## src/timer_two_pkg.sv

```systemverilog
// shared constants and types for the timer two baud / clock-out block
package timer_two_pkg;

    // register indices on the plain register port
    localparam logic [3:0] ADDR_CONTROL   = 4'h0;
    localparam logic [3:0] ADDR_MODE      = 4'h1;
    localparam logic [3:0] ADDR_RELOAD_LO = 4'h2;
    localparam logic [3:0] ADDR_RELOAD_HI = 4'h3;
    localparam logic [3:0] ADDR_COUNT_LO  = 4'h4;
    localparam logic [3:0] ADDR_COUNT_HI  = 4'h5;
    localparam logic [3:0] ADDR_IRQ_MASK  = 4'h6;
    localparam logic [3:0] ADDR_IRQ_SRC   = 4'h7;

    // control register fields
    localparam int CTL_OVF_BIT    = 7;
    localparam int CTL_EXT_BIT    = 6;
    localparam int CTL_RXSEL_BIT  = 5;
    localparam int CTL_TXSEL_BIT  = 4;
    localparam int CTL_EXTEN_BIT  = 3;
    localparam int CTL_RUN_BIT    = 2;
    localparam int CTL_CT_BIT     = 1;

    // mode register fields
    localparam int MODE_OE_BIT    = 1;

    // interrupt enable mask fields
    localparam int IE_GLOBAL_BIT  = 7;
    localparam int IE_RSVD_BIT    = 6;
    localparam int IE_T2_BIT      = 5;
    localparam int IE_SER_BIT     = 4;
    localparam int IE_T1_BIT      = 3;
    localparam int IE_X1_BIT      = 2;
    localparam int IE_T0_BIT      = 1;
    localparam int IE_X0_BIT      = 0;

    // reset values
    localparam logic [7:0] CONTROL_RESET  = 8'h00;
    localparam logic [7:0] MODE_RESET     = 8'h00;
    localparam logic [7:0] IRQ_MASK_RESET = 8'h00;
    localparam logic [7:0] RELOAD_RESET   = 8'h00;
    localparam logic [7:0] COUNT_RESET    = 8'h00;

    // timing: oscillator periods per state time and per machine cycle
    localparam int OSC_PER_STATE   = 2;
    localparam int OSC_PER_MACHINE = 12;

    typedef struct packed {
        logic [3:0] addr;
        logic [7:0] wdata;
        logic       wr;
        logic       rd;
    } reg_req_t;

    // six interrupt sources in mask bit order (bit 5 .. bit 0)
    typedef struct packed {
        logic timer_two;
        logic serial;
        logic timer_one;
        logic ext_one;
        logic timer_zero;
        logic ext_zero;
    } irq_src_t;

endpackage : timer_two_pkg

```

## src/pin_sync.sv

```systemverilog
// three-stage synchroniser with agreement check for asynchronous pins
module pin_sync #(
    parameter int WIDTH = 2
) (
    input  wire logic             clock_i,
    input  wire logic             nrst_i,
    input  wire logic             ce_i,
    input  wire logic [WIDTH-1:0] async_i,
    input  wire logic [WIDTH-1:0] reset_level_i,
    output logic      [WIDTH-1:0] level_o
);
    logic [WIDTH-1:0] s1_q;
    logic [WIDTH-1:0] s2_q;
    logic [WIDTH-1:0] s3_q;
    logic [WIDTH-1:0] lvl_q;
    logic             init_q;

    initial begin
        if (WIDTH < 1) $error("pin_sync width must be at least one");
    end

    // first stage is read only by the second
    always_ff @(posedge clock_i or negedge nrst_i) begin
        if (!nrst_i) begin
            // both pins idle high, so starting the stages there avoids a false fall
            s1_q <= '1;
            s2_q <= '1;
            s3_q <= '1;
        end else if (ce_i) begin
            s1_q <= async_i;
            s2_q <= s1_q;
            s3_q <= s2_q;
        end
    end

    // a change counts only once stages two and three agree
    always_ff @(posedge clock_i or negedge nrst_i) begin
        if (!nrst_i) begin
            lvl_q  <= '1;
            init_q <= 1'b0;
        end else if (ce_i) begin
            init_q <= 1'b1;
            for (int i = 0; i < WIDTH; i++) begin
                if (!init_q)
                    lvl_q[i] <= reset_level_i[i];
                else if (s2_q[i] == s3_q[i])
                    lvl_q[i] <= s3_q[i];
            end
        end
    end

    assign level_o = lvl_q;
endmodule : pin_sync

```

## src/timer_two_baud.sv

```systemverilog
// timer two: baud generation, clock-out and interrupt enable mask
// Function
// - either clock-select bit set puts timer two into baud-generation mode
// - receive and transmit baud sources are selected independently
// - baud mode reloads the 16-bit count from reload pair on rollover
// - baud-mode timer increments once per state time, oscillator over two
// - ordinary timer increments once per machine cycle, oscillator over twelve
// - serial modes 1,3 baud equals oscillator over 32 times (65536 - reload)
// - baud-mode rollover sets no overflow flag and raises no interrupt
// - baud mode: trigger falling edge sets external flag, no reload
// - clock-out needs counter select clear, output enable set; run gates it
// - clock-out is 50% duty, oscillator over 4 times (65536 - reload)
// - clock-out rollovers generate no interrupt
// - baud and clock-out run together from one shared reload pair
// - shared pin also serves as the external count input
// - mask holds one enable bit per source at bits 5 to 0
// - global enable bit 7 clear blocks every pending output; the timer two request output is not gated by it
// - timer two request is overflow flag OR external flag
// - hardware never clears timer two flags on vectoring; software does
// - timer zero/one flags set late in cycle, polled in next cycle
// - counter mode counts input falling edges sampled once per machine cycle
module timer_two_baud
    import timer_two_pkg::*;
#(
    parameter int OSC_PER_CLK = 1
) (
    input  wire logic                    clock_i,
    input  wire logic                    nrst_i,
    input  wire logic                    ce_i,
    input  wire timer_two_pkg::reg_req_t req_i,
    output logic                   [7:0] rdata_o,
    input  wire logic                    shared_clock_pin_i,
    output logic                         shared_clock_pin_o,
    output logic                         shared_clock_pin_oe_n_o,
    input  wire logic                    external_trigger_input_i,
    input  wire logic                    timer_zero_overflow_flag_i,
    input  wire logic                    timer_one_overflow_flag_i,
    input  wire logic                    serial_irq_i,
    input  wire logic                    ext_zero_irq_i,
    input  wire logic                    ext_one_irq_i,
    output logic                         rx_baud_tick_o,
    output logic                         tx_baud_tick_o,
    output logic                         rx_use_timer_two_o,
    output logic                         tx_use_timer_two_o,
    output timer_two_pkg::irq_src_t      irq_pending_o,
    output logic                         timer_two_irq_request_o
);
    import timer_two_pkg::*;

    // one clock_i period stands for OSC_PER_CLK oscillator periods
    localparam int STATE_CLKS   = OSC_PER_STATE / OSC_PER_CLK;
    localparam int MACHINE_CLKS = OSC_PER_MACHINE / OSC_PER_CLK;

    initial begin
        if (OSC_PER_CLK != 1 && OSC_PER_CLK != 2)
            $error("OSC_PER_CLK must be 1 or 2");
    end

    // control and mode bits
    logic [7:0]  control_q;
    logic [7:0]  mode_q;
    logic [7:0]  irq_mask_q;
    logic [15:0] reload_q;
    logic [15:0] count_q;
    logic        clk_out_q;
    logic [3:0]  prescale_q;
    logic        trig_prev_q;
    logic        cnt_prev_q;
    logic [3:0]  tx_div_q;
    logic [3:0]  rx_div_q;
    logic [7:0]  rdata_q;

    logic        ovf_flag;
    logic        ext_flag;
    logic        rx_sel;
    logic        tx_sel;
    logic        ext_en;
    logic        run;
    logic        ct_sel;
    logic        clk_out_en;
    logic        baud_mode;
    logic        clk_out_mode;

    assign ovf_flag     = control_q[CTL_OVF_BIT];
    assign ext_flag     = control_q[CTL_EXT_BIT];
    assign rx_sel       = control_q[CTL_RXSEL_BIT];
    assign tx_sel       = control_q[CTL_TXSEL_BIT];
    assign ext_en       = control_q[CTL_EXTEN_BIT];
    assign run          = control_q[CTL_RUN_BIT];
    assign ct_sel       = control_q[CTL_CT_BIT];
    assign clk_out_en   = mode_q[MODE_OE_BIT];
    assign baud_mode    = rx_sel | tx_sel;
    assign clk_out_mode = clk_out_en & ~ct_sel;

    // synchronised pins
    logic [1:0] pin_lvl;
    pin_sync #(
        .WIDTH (2)
    ) u_sync (
        .clock_i       (clock_i),
        .nrst_i        (nrst_i),
        .ce_i          (ce_i),
        .async_i       ({external_trigger_input_i, shared_clock_pin_i}),
        .reset_level_i (2'b11),
        .level_o       (pin_lvl)
    );
    logic trig_lvl;
    logic cnt_lvl;
    assign trig_lvl = pin_lvl[1];
    assign cnt_lvl  = pin_lvl[0];

    // prescaler giving state-time and machine-cycle ticks
    logic state_tick;
    logic machine_tick;
    always_ff @(posedge clock_i or negedge nrst_i) begin
        if (!nrst_i)
            prescale_q <= 4'h0;
        else if (ce_i)
            prescale_q <= (prescale_q == 4'(MACHINE_CLKS - 1)) ? 4'h0 : prescale_q + 4'h1;
    end
    assign machine_tick = (prescale_q == 4'(MACHINE_CLKS - 1));
    assign state_tick   = (STATE_CLKS == 1) ? 1'b1
                        : (prescale_q[0] == 1'b1);

    // edge sampling once per machine cycle
    always_ff @(posedge clock_i or negedge nrst_i) begin
        if (!nrst_i) begin
            trig_prev_q <= 1'b1;
            cnt_prev_q  <= 1'b1;
        end else if (ce_i && machine_tick) begin
            trig_prev_q <= trig_lvl;
            cnt_prev_q  <= cnt_lvl;
        end
    end
    logic trig_fall;
    logic cnt_fall;
    assign trig_fall = machine_tick & trig_prev_q & ~trig_lvl;
    assign cnt_fall  = machine_tick & cnt_prev_q & ~cnt_lvl;

    // increment source: counter edges, or state time in baud/clock-out, else machine cycle
    logic inc;
    always_comb begin
        if (!run)
            inc = 1'b0;
        else if (ct_sel)
            inc = cnt_fall;
        else if (baud_mode || clk_out_mode)
            inc = state_tick;
        else
            inc = machine_tick;
    end

    logic rollover;
    logic reload_on_ext;
    assign rollover      = inc & (count_q == 16'hffff);
    assign reload_on_ext = ext_en & trig_fall & ~baud_mode;

    // register write decode
    function automatic logic wr_hit(input reg_req_t r, input logic [3:0] a);
        return r.wr && (r.addr == a);
    endfunction

    // counter: reload on rollover from the shared pair
    always_ff @(posedge clock_i or negedge nrst_i) begin
        if (!nrst_i)
            count_q <= {COUNT_RESET, COUNT_RESET};
        else if (ce_i) begin
            if (wr_hit(req_i, ADDR_COUNT_LO))
                count_q[7:0] <= req_i.wdata;
            else if (wr_hit(req_i, ADDR_COUNT_HI))
                count_q[15:8] <= req_i.wdata;
            else if (rollover || reload_on_ext)
                count_q <= reload_q;
            else if (inc)
                count_q <= count_q + 16'h0001;
        end
    end

    always_ff @(posedge clock_i or negedge nrst_i) begin
        if (!nrst_i)
            reload_q <= {RELOAD_RESET, RELOAD_RESET};
        else if (ce_i) begin
            if (wr_hit(req_i, ADDR_RELOAD_LO))
                reload_q[7:0] <= req_i.wdata;
            else if (wr_hit(req_i, ADDR_RELOAD_HI))
                reload_q[15:8] <= req_i.wdata;
        end
    end

    // control register; hardware sets win over software clears
    logic set_ovf;
    logic set_ext;
    assign set_ovf = rollover & ~baud_mode & ~clk_out_mode;
    assign set_ext = ext_en & trig_fall;
    always_ff @(posedge clock_i or negedge nrst_i) begin
        if (!nrst_i)
            control_q <= CONTROL_RESET;
        else if (ce_i) begin
            if (wr_hit(req_i, ADDR_CONTROL))
                control_q <= req_i.wdata;
            if (set_ovf)
                control_q[CTL_OVF_BIT] <= 1'b1;
            if (set_ext)
                control_q[CTL_EXT_BIT] <= 1'b1;
        end
    end

    always_ff @(posedge clock_i or negedge nrst_i) begin
        if (!nrst_i)
            mode_q <= MODE_RESET;
        else if (ce_i && wr_hit(req_i, ADDR_MODE))
            mode_q <= {6'h00, req_i.wdata[1:0]};
    end

    // reserved bit 6 is not stored, so stray ones read back as zero
    always_ff @(posedge clock_i or negedge nrst_i) begin
        if (!nrst_i)
            irq_mask_q <= IRQ_MASK_RESET;
        else if (ce_i && wr_hit(req_i, ADDR_IRQ_MASK)) begin
            irq_mask_q              <= req_i.wdata;
            irq_mask_q[IE_RSVD_BIT] <= 1'b0;
        end
    end

    // clock-out pin toggles on every rollover: half period = 65536 - reload state times
    always_ff @(posedge clock_i or negedge nrst_i) begin
        if (!nrst_i)
            clk_out_q <= 1'b0;
        else if (ce_i) begin
            if (!clk_out_mode)
                clk_out_q <= 1'b0;
            else if (rollover)
                clk_out_q <= ~clk_out_q;
        end
    end
    assign shared_clock_pin_o      = clk_out_q;
    assign shared_clock_pin_oe_n_o = ~clk_out_mode;

    // baud ticks: rollover divided by 16 gives osc/(32*(65536-reload)) per bit
    always_ff @(posedge clock_i or negedge nrst_i) begin
        if (!nrst_i) begin
            tx_div_q <= 4'h0;
            rx_div_q <= 4'h0;
        end else if (ce_i) begin
            if (tx_sel && rollover)
                tx_div_q <= tx_div_q + 4'h1;
            if (rx_sel && rollover)
                rx_div_q <= rx_div_q + 4'h1;
        end
    end
    assign tx_baud_tick_o     = ce_i & tx_sel & rollover & (tx_div_q == 4'hf);
    assign rx_baud_tick_o     = ce_i & rx_sel & rollover & (rx_div_q == 4'hf);
    assign tx_use_timer_two_o = tx_sel;
    assign rx_use_timer_two_o = rx_sel;

    // interrupt gating; timer zero/one flags arrive already late-set from their timers
    irq_src_t src;
    always_comb begin
        src.timer_two  = ovf_flag | ext_flag;
        src.serial     = serial_irq_i;
        src.timer_one  = timer_one_overflow_flag_i;
        src.ext_one    = ext_one_irq_i;
        src.timer_zero = timer_zero_overflow_flag_i;
        src.ext_zero   = ext_zero_irq_i;
    end
    // combinational so the timer two flag is seen in its own cycle
    assign irq_pending_o = irq_mask_q[IE_GLOBAL_BIT]
                         ? (src & irq_mask_q[5:0]) : '0;
    assign timer_two_irq_request_o = src.timer_two;

    // read port, data one cycle after the strobe
    always_ff @(posedge clock_i or negedge nrst_i) begin
        if (!nrst_i)
            rdata_q <= 8'h00;
        else if (ce_i) begin
            if (req_i.rd) begin
                unique case (req_i.addr)
                    ADDR_CONTROL:   rdata_q <= control_q;
                    ADDR_MODE:      rdata_q <= mode_q;
                    ADDR_RELOAD_LO: rdata_q <= reload_q[7:0];
                    ADDR_RELOAD_HI: rdata_q <= reload_q[15:8];
                    ADDR_COUNT_LO:  rdata_q <= count_q[7:0];
                    ADDR_COUNT_HI:  rdata_q <= count_q[15:8];
                    ADDR_IRQ_MASK:  rdata_q <= irq_mask_q;
                    ADDR_IRQ_SRC:   rdata_q <= {2'b00, src};
                    default:        rdata_q <= 8'h00;
                endcase
            end else
                rdata_q <= 8'h00;
        end
    end
    assign rdata_o = rdata_q;
endmodule : timer_two_baud

```

## config.mk

```make
export PLATFORM = sky130hd
export DESIGN_NAME = timer_two_baud
export DESIGN_NICKNAME = d
export VERILOG_FILES = /design/src/timer_two_pkg.sv /design/src/pin_sync.sv /design/src/timer_two_baud.sv
export SDC_FILE = /design/constraint.sdc
export NUM_CORES = 1
export LEC_CHECK = 0
export BUFFER_PORTS_ARGS = -buffer_cell sky130_fd_sc_hd__buf_2
export CAP_MARGIN = 5
export CORE_AREA = 10 10 104 106
export DETAILED_ROUTE_END_ITERATION = 6
export DIE_AREA = 0 0 114 116
export GPL_TIMING_DRIVEN = 0
export PLACE_DENSITY = 0.77
export SETUP_SLACK_MARGIN = 0.1
export SYNTH_ARGS = -nofsm -noshare
export SYNTH_HDL_FRONTEND = slang
export SYNTH_SLANG_ARGS = --single-unit
```

## constraint.sdc

```tcl
create_clock -name clock_i -period 4.1 [get_ports clock_i]
set_input_delay 0.615 -clock clock_i [delete_from_list [all_inputs] [get_ports clock_i]]
set_output_delay 0.615 -clock clock_i [all_outputs]
set_load 0.02 [all_outputs]
```

## Word-level counts from Yosys, hierarchy flattened

Index checks and enable logic that the tools add are counted.

| word-level totals | value |
|---|---|
| flip-flop bits (word level) | 81 |
| input bits | 24 |
| output and inout port bits | 21 |
| logic and storage cells | 122 |

| operators by class | value |
|---|---|
| $add $sub $neg | 4 |
| eq/ne operators | 17 |
| multiplexer cells | 21 |
| bitwise logic cells | 27 |
| reductions and logical operators | 31 |

Operators by type and width:

| cell | count |
|---|---|
| 8-bit case mux with 8 select lines | 1 |
| 8-bit two-way mux | 5 |
| 16-bit two-way mux | 2 |
| 2-bit AND reduction | 9 |
| 16-bit by 1-bit adder with 16-bit output (second input constant) | 1 |
| 1-bit bitwise AND | 16 |
| 16-bit equality test (second input constant) | 1 |
| 4-bit by 3-bit equality test with 1-bit output (second input constant) | 4 |
| 4-bit by 1-bit adder with 4-bit output (second input constant) | 3 |
| 4-bit equality test (second input constant) | 3 |
| 1-bit logical AND | 12 |
| 1-bit two-way mux | 11 |
| 3-bit AND reduction | 3 |
| 4-bit by 2-bit equality test with 1-bit output (second input constant) | 2 |
| 1-bit inverter | 8 |
| 6-bit bitwise AND | 1 |
| 6-bit two-way mux | 1 |
| 2-bit inequality test (second input constant) | 3 |
| 3-bit nonzero test | 2 |
| 4-bit by 1-bit equality test with 1-bit output (second input constant) | 1 |
| 4-bit zero test | 1 |
| 4-bit two-way mux | 1 |
| 2-bit nonzero test | 2 |
| 1-bit equality test | 2 |
| other kinds (3) | 5 |

## Logic depth before layout (Yosys ltp)

| logic depth | value |
|---|---|
| depth after elaboration | 11 |
| mapped depth | 8 |
| mapped depth without buffers | 7 |

## Modules after synthesis

A second synthesis with hierarchy kept.

| second synthesis, totals | value |
|---|---|
| cells, all modules | 433 |
| area, all modules | 4495.6 µm² |

Modules (own cells, without submodules):

| module | times used | cells each | area an instance (µm²) |
|---|---|---|---|
| timer_two_baud | 1 | 404 | 4108.9 |
| pin_sync | 1 | 29 | 386.6 |

## Worst setup path before layout

No wires, ideal clock.

| timing path | value |
|---|---|
| kind | register -> output |
| from | register count_q[0] |
| to | output port tx_baud_tick_o |
| data arrival time | 1933 ps |
| required time | 3485 ps |
| setup slack | 1552 ps |
| cell stages (with the launch flop) | 8 |
| path buffers | 1 |
| cells stage by stage | dfrtp_1 -> ha_1 -> nand4_1 -> and4bb_2 -> o311a_4 -> and3_1 -> buf_4 -> and4_1 |

| on the way | value |
|---|---|
| word-level cells in the longest chain between the ends | 4 |

Ends and longest elaborated chain:

| element | RTL line | text |
|---|---|---|
| from (decl) | timer_two_baud.sv:64 | `logic [15:0] count_q;` |
| from (signal assigned) | timer_two_baud.sv:166 | `count_q <= {COUNT_RESET, COUNT_RESET};` |
| from (signal assigned) | timer_two_baud.sv:169 | `count_q[7:0] <= req_i.wdata;` |
| from (signal assigned) | timer_two_baud.sv:173 | `count_q <= reload_q;` |
| 16-bit equality test | timer_two_baud.sv:155 | `assign rollover = inc & (count_q == 16'hffff);` |
| 1-bit bitwise AND | timer_two_baud.sv:155 |  |
| 1-bit bitwise AND (2 in a row) | timer_two_baud.sv:251 | `assign tx_baud_tick_o = ce_i & tx_sel & rollover & (tx_div_q == 4'hf);` |
| to (decl) | timer_two_baud.sv:42 | `output logic tx_baud_tick_o,` |

Every way passes these cells.

## Worst setup path after layout

| timing path | value |
|---|---|
| from | register count_q[0] |
| to | output port rx_baud_tick_o |

| on the way | value |
|---|---|
| word-level cells in the longest chain between the ends | 4 |

Ends and longest elaborated chain:

| element | RTL line | text |
|---|---|---|
| 16-bit equality test | timer_two_baud.sv:155 |  |
| 1-bit bitwise AND | timer_two_baud.sv:155 |  |
| 1-bit bitwise AND (2 in a row) | timer_two_baud.sv:252 | `assign rx_baud_tick_o = ce_i & rx_sel & rollover & (rx_div_q == 4'hf);` |
| to (decl) | timer_two_baud.sv:41 | `output logic rx_baud_tick_o,` |

Every way passes these cells.

==> qor.csv <==
stage,metric,value,unit
synthesis,#FFs+latches synth,81,
synthesis,"Async S/R FF share, synth",100,%
global_route,first-pass GRT wire length,21.4,mm
synthesis,syn nets,475,
global_route,Congestion Overflow GR,0,
final_layout,Final Non-Filler Cells,613,
final_layout,"most common cell after layout, fill and taps aside",dfrtp_1,
global_route,antenna violations before repair,0,
route,vias post-DR,3908,
sta,endpoints failing setup,0,
synthesis,Post-synth EDFFs,0,
synthesis,syn_area_per_cell,10.5,um2
final_layout,area occupied by multi-input gates,2520,um2
route,Via density,6.38,
clocking,CTS buffer count,9,
worst_setup_path,cell with the largest stage delay on the worst path,dfrtp_1,
placement,Post-DP HPWL,10.1,mm
power,sequential share of power,51.0,%
synthesis,count of unique library cells instantiated by Yosys,66,
route,DRT antenna net count,0,
worst_setup_path,kind of critical path,reg -> out,
worst_setup_path,CP required,3.48,ns
sta,worst slew pin tran,0.766,ns
power,Peak VDD IR,0.233,mV
worst_setup_path,crit path max fanout,7,
clocking,clk root buf,clkbuf_8,
final_layout,fin nets,528,
sta,setup_tns,0,ns
power,sw frac,36.5,%
clocking,CTS resizes,0,
global_route,vias in the first global route,3921,
final_layout,ant diodes,0,
final_layout,Area growth syn-to-layout,11.7,%
route,WL final,13.6,mm
power,Clk network pwr share,23.4,%
power,power density over the cells,448,nW/um2
sta,Setup Skew,0.0165,ns
final_layout,# fillers,769,
synthesis,Synth Cell Area,4710,um2
synthesis,warnings from Yosys,0,
route,TritonRoute pass-1 iters,5,
power,Leakage Power,0.00239,uW
clocking,clock buffer depth,2,
final_layout,storage element area,2040,um2
worst_setup_path,arrival time worst endpoint,2.76,ns
route,Detailed Route Iter0 Violations,317,
floorplanning,I/O pins,45,
power,combinational share of power,25.6,%
sta,unrepaired setup endpoints after global routing,no,
sta,period utilization,82.4,%
worst_setup_path,"slowest stage delay, CP",0.50,ns
sta,Tmin final,3.38,ns
floorplanning,row count,34,
synthesis,Syn Inst Count,447,
worst_hold_path,Hold WC Path Type,in -> async,
floorplanning,Die ar.,13200,um2
worst_setup_path,crit-path cells,ha_1 > nand4_1 > and4bb_2 > o311a_4 > and3_1 > buf_4 > and4_1 > buf_2,
final_layout,Post-Layout Inst Area,5260,um2
worst_setup_path,CP top delay family,simple AND/OR/NAND/NOR gates,
worst_setup_path,CP bufs+invs,2,
synthesis,register area share after synthesis,43.3,%
global_route,Total GRT Usage,20.6,%
final_layout,share of cells above drive strength 1,30.9,%
placement,port buffer count,41,
sta,Max Freq,296,MHz
clocking,Clock Sink Count,81,
floorplanning,Core ar.,8680,um2
synthesis,top_reg_cell synth,dfrtp_1,
placement,Post-DP Area,5080,um2
clocking,Worst-Skew Late Latency,0.36,ns
power,Sw Pwr,859,uW
clocking,Hold Buf Count CTS,0,
final_layout,final core occ,60.6,%
clocking,"CTS clk-pin slew, worst paths",0.08,ns
clocking,htree depth,3,
sta,Slew HR,48.8,%
worst_setup_path,CP Launch Type,register,
route,DRC,0,
placement,placed instance count,597,
floorplanning,initial cell density of the core,54.3,%
placement,Final Wtd Congestion,0.978,
global_route,largest net degree at the start of global routing,68,
final_layout,"commonest cells after routing, fill and taps aside","dfrtp_1, mux2_2, buf_2",
run,MaxCap Viol Count,0,
route,routed length per instance,22.2,um
floorplanning,Die W,114,um
power,Pint,1500,uW
sta,Final Max Tran Viols,0,
clocking,CTS tree,built,
clocking,setup bufs post-CTS,0,
worst_setup_path,element type at the critical path end,output pin,
floorplanning,Die Span Y,116,um
run_status,status,finished clean,
sta,Final Hold Vio Count,0,
## power groups by stage
stage	clock, uW	sequential, uW	combinational, uW
2_1_floorplan	0	1130	439
3_3_place_gp	0	1200	567
3_5_place_dp	0	1210	594
4_1_cts	569	1190	597
5_1_grt	597	1220	664
6_report	551	1200	603
## per-stage QoR
step	setup WS, ns	hold WS (ns)	total power, uW
global route	0.604	0.109	2480
finish	0.720	0.111	2360
detailed placement	1.17	0.446	1800
CTS	0.769	0.112	2360
floorplan	1.55	0.319	1570
global placement	1.22	0.414	1760
## flip-flops by register name (all words and copies together), names as in the netlist
| register | cells |
|---|---|
| u_sync.init_q | 1 |
| tx_div_q | 4 |
| cnt_prev_q | 1 |
| u_sync.s2_q | 2 |
| rx_div_q | 4 |
| u_sync.level_o | 2 |
| shared_clock_pin_o | 1 |
| count_q | 16 |
| trig_prev_q | 1 |
| u_sync.s1_q | 2 |
| control_q | 8 |
| rdata_o | 8 |
| irq_mask_q | 7 |
| prescale_q | 4 |
| mode_q | 2 |
| reload_q | 16 |
| u_sync.s3_q | 2 |
## final timing paths
check,start,to,slack (ns),depth (start not counted)
max,count_q[0],rx_baud_tick_o,0.72,8
min,nrst_i,rx_div_q[3],0.11,1
max reg2reg,count_q[0],rx_div_q[1],1.59,7
min reg2reg,u_sync.init_q,u_sync.level_o[0],0.46,1
max in group asynchronous,nrst_i,u_sync.s2_q[0],3.37,2
min in group clock_i,u_sync.init_q,u_sync.level_o[0],0.46,1
## final cells by class
type	instances	area share, %
multi-input combinational	335	48.0
sequential	81	38.8
timing repair buffer	42	4.47
tap	108	2.57
clock buffer	10	2.43
buffer	21	2.05
clock inverter	6	0.975
inverter	10	0.714
## synthesized netlist by cell type, types with 3 or more instances
cell type | n | share of area (%)
o21ai_0 | 20 | 2.1
nand2_1 | 35 | 2.8
a22oi_1 | 5 | 0.80
dfstp_2 | 10 | 5.6
nor3_2 | 3 | 0.64
a31oi_1 | 9 | 1.2
a22o_1 | 5 | 0.93
inv_1 | 10 | 0.80
a21o_1 | 5 | 0.80
buf_1 | 4 | 0.32
nand3b_1 | 3 | 0.48
xnor2_1 | 6 | 1.1
nand2b_1 | 6 | 0.80
a21oi_2 | 3 | 0.56
o22ai_1 | 8 | 1.1
a21oi_1 | 23 | 2.4
dfrtp_1 | 71 | 38
o31ai_1 | 7 | 1.1
nand3_1 | 14 | 1.5
nor3_1 | 7 | 0.74
buf_4 | 3 | 0.48
or2_2 | 3 | 0.40
nor2_1 | 25 | 2.0
mux2i_1 | 14 | 3.0
and3_1 | 12 | 1.6
clkbuf_1 | 10 | 0.80
xor2_1 | 6 | 1.1
mux2_1 | 3 | 0.72
nor2b_1 | 7 | 0.93
o211ai_1 | 4 | 0.64
mux2_2 | 53 | 13
and4_1 | 5 | 0.93
ha_1 | 4 | 1.1
## kinds of logic (layout without fill, tap and decap cells)
group / after synthesis / after routing / synth area share, %
compound gates: 106 / 106 / 15.4
xor+xnor: 14 / 14 / 2.92
fa+ha+maj: 4 / 4 / 1.06
buf+inv: 31 / 89 / 3.08
flops: 81 / 81 / 43.3
mux: 71 / 71 / 16.8
simple gates: 140 / 140 / 17.4
## layer usage
| layer | wire length [um] | global-route usage (%) |
|---|---|---|
| met1 | 5700 | 26.7 |
| met3 | 1020 | 5.01 |
| met2 | 6370 | 31.9 |
| met4 | 520 | 9.27 |
| met5 | 0 | 0 |
No activity file was read; power rests on OpenSTA's default activity.
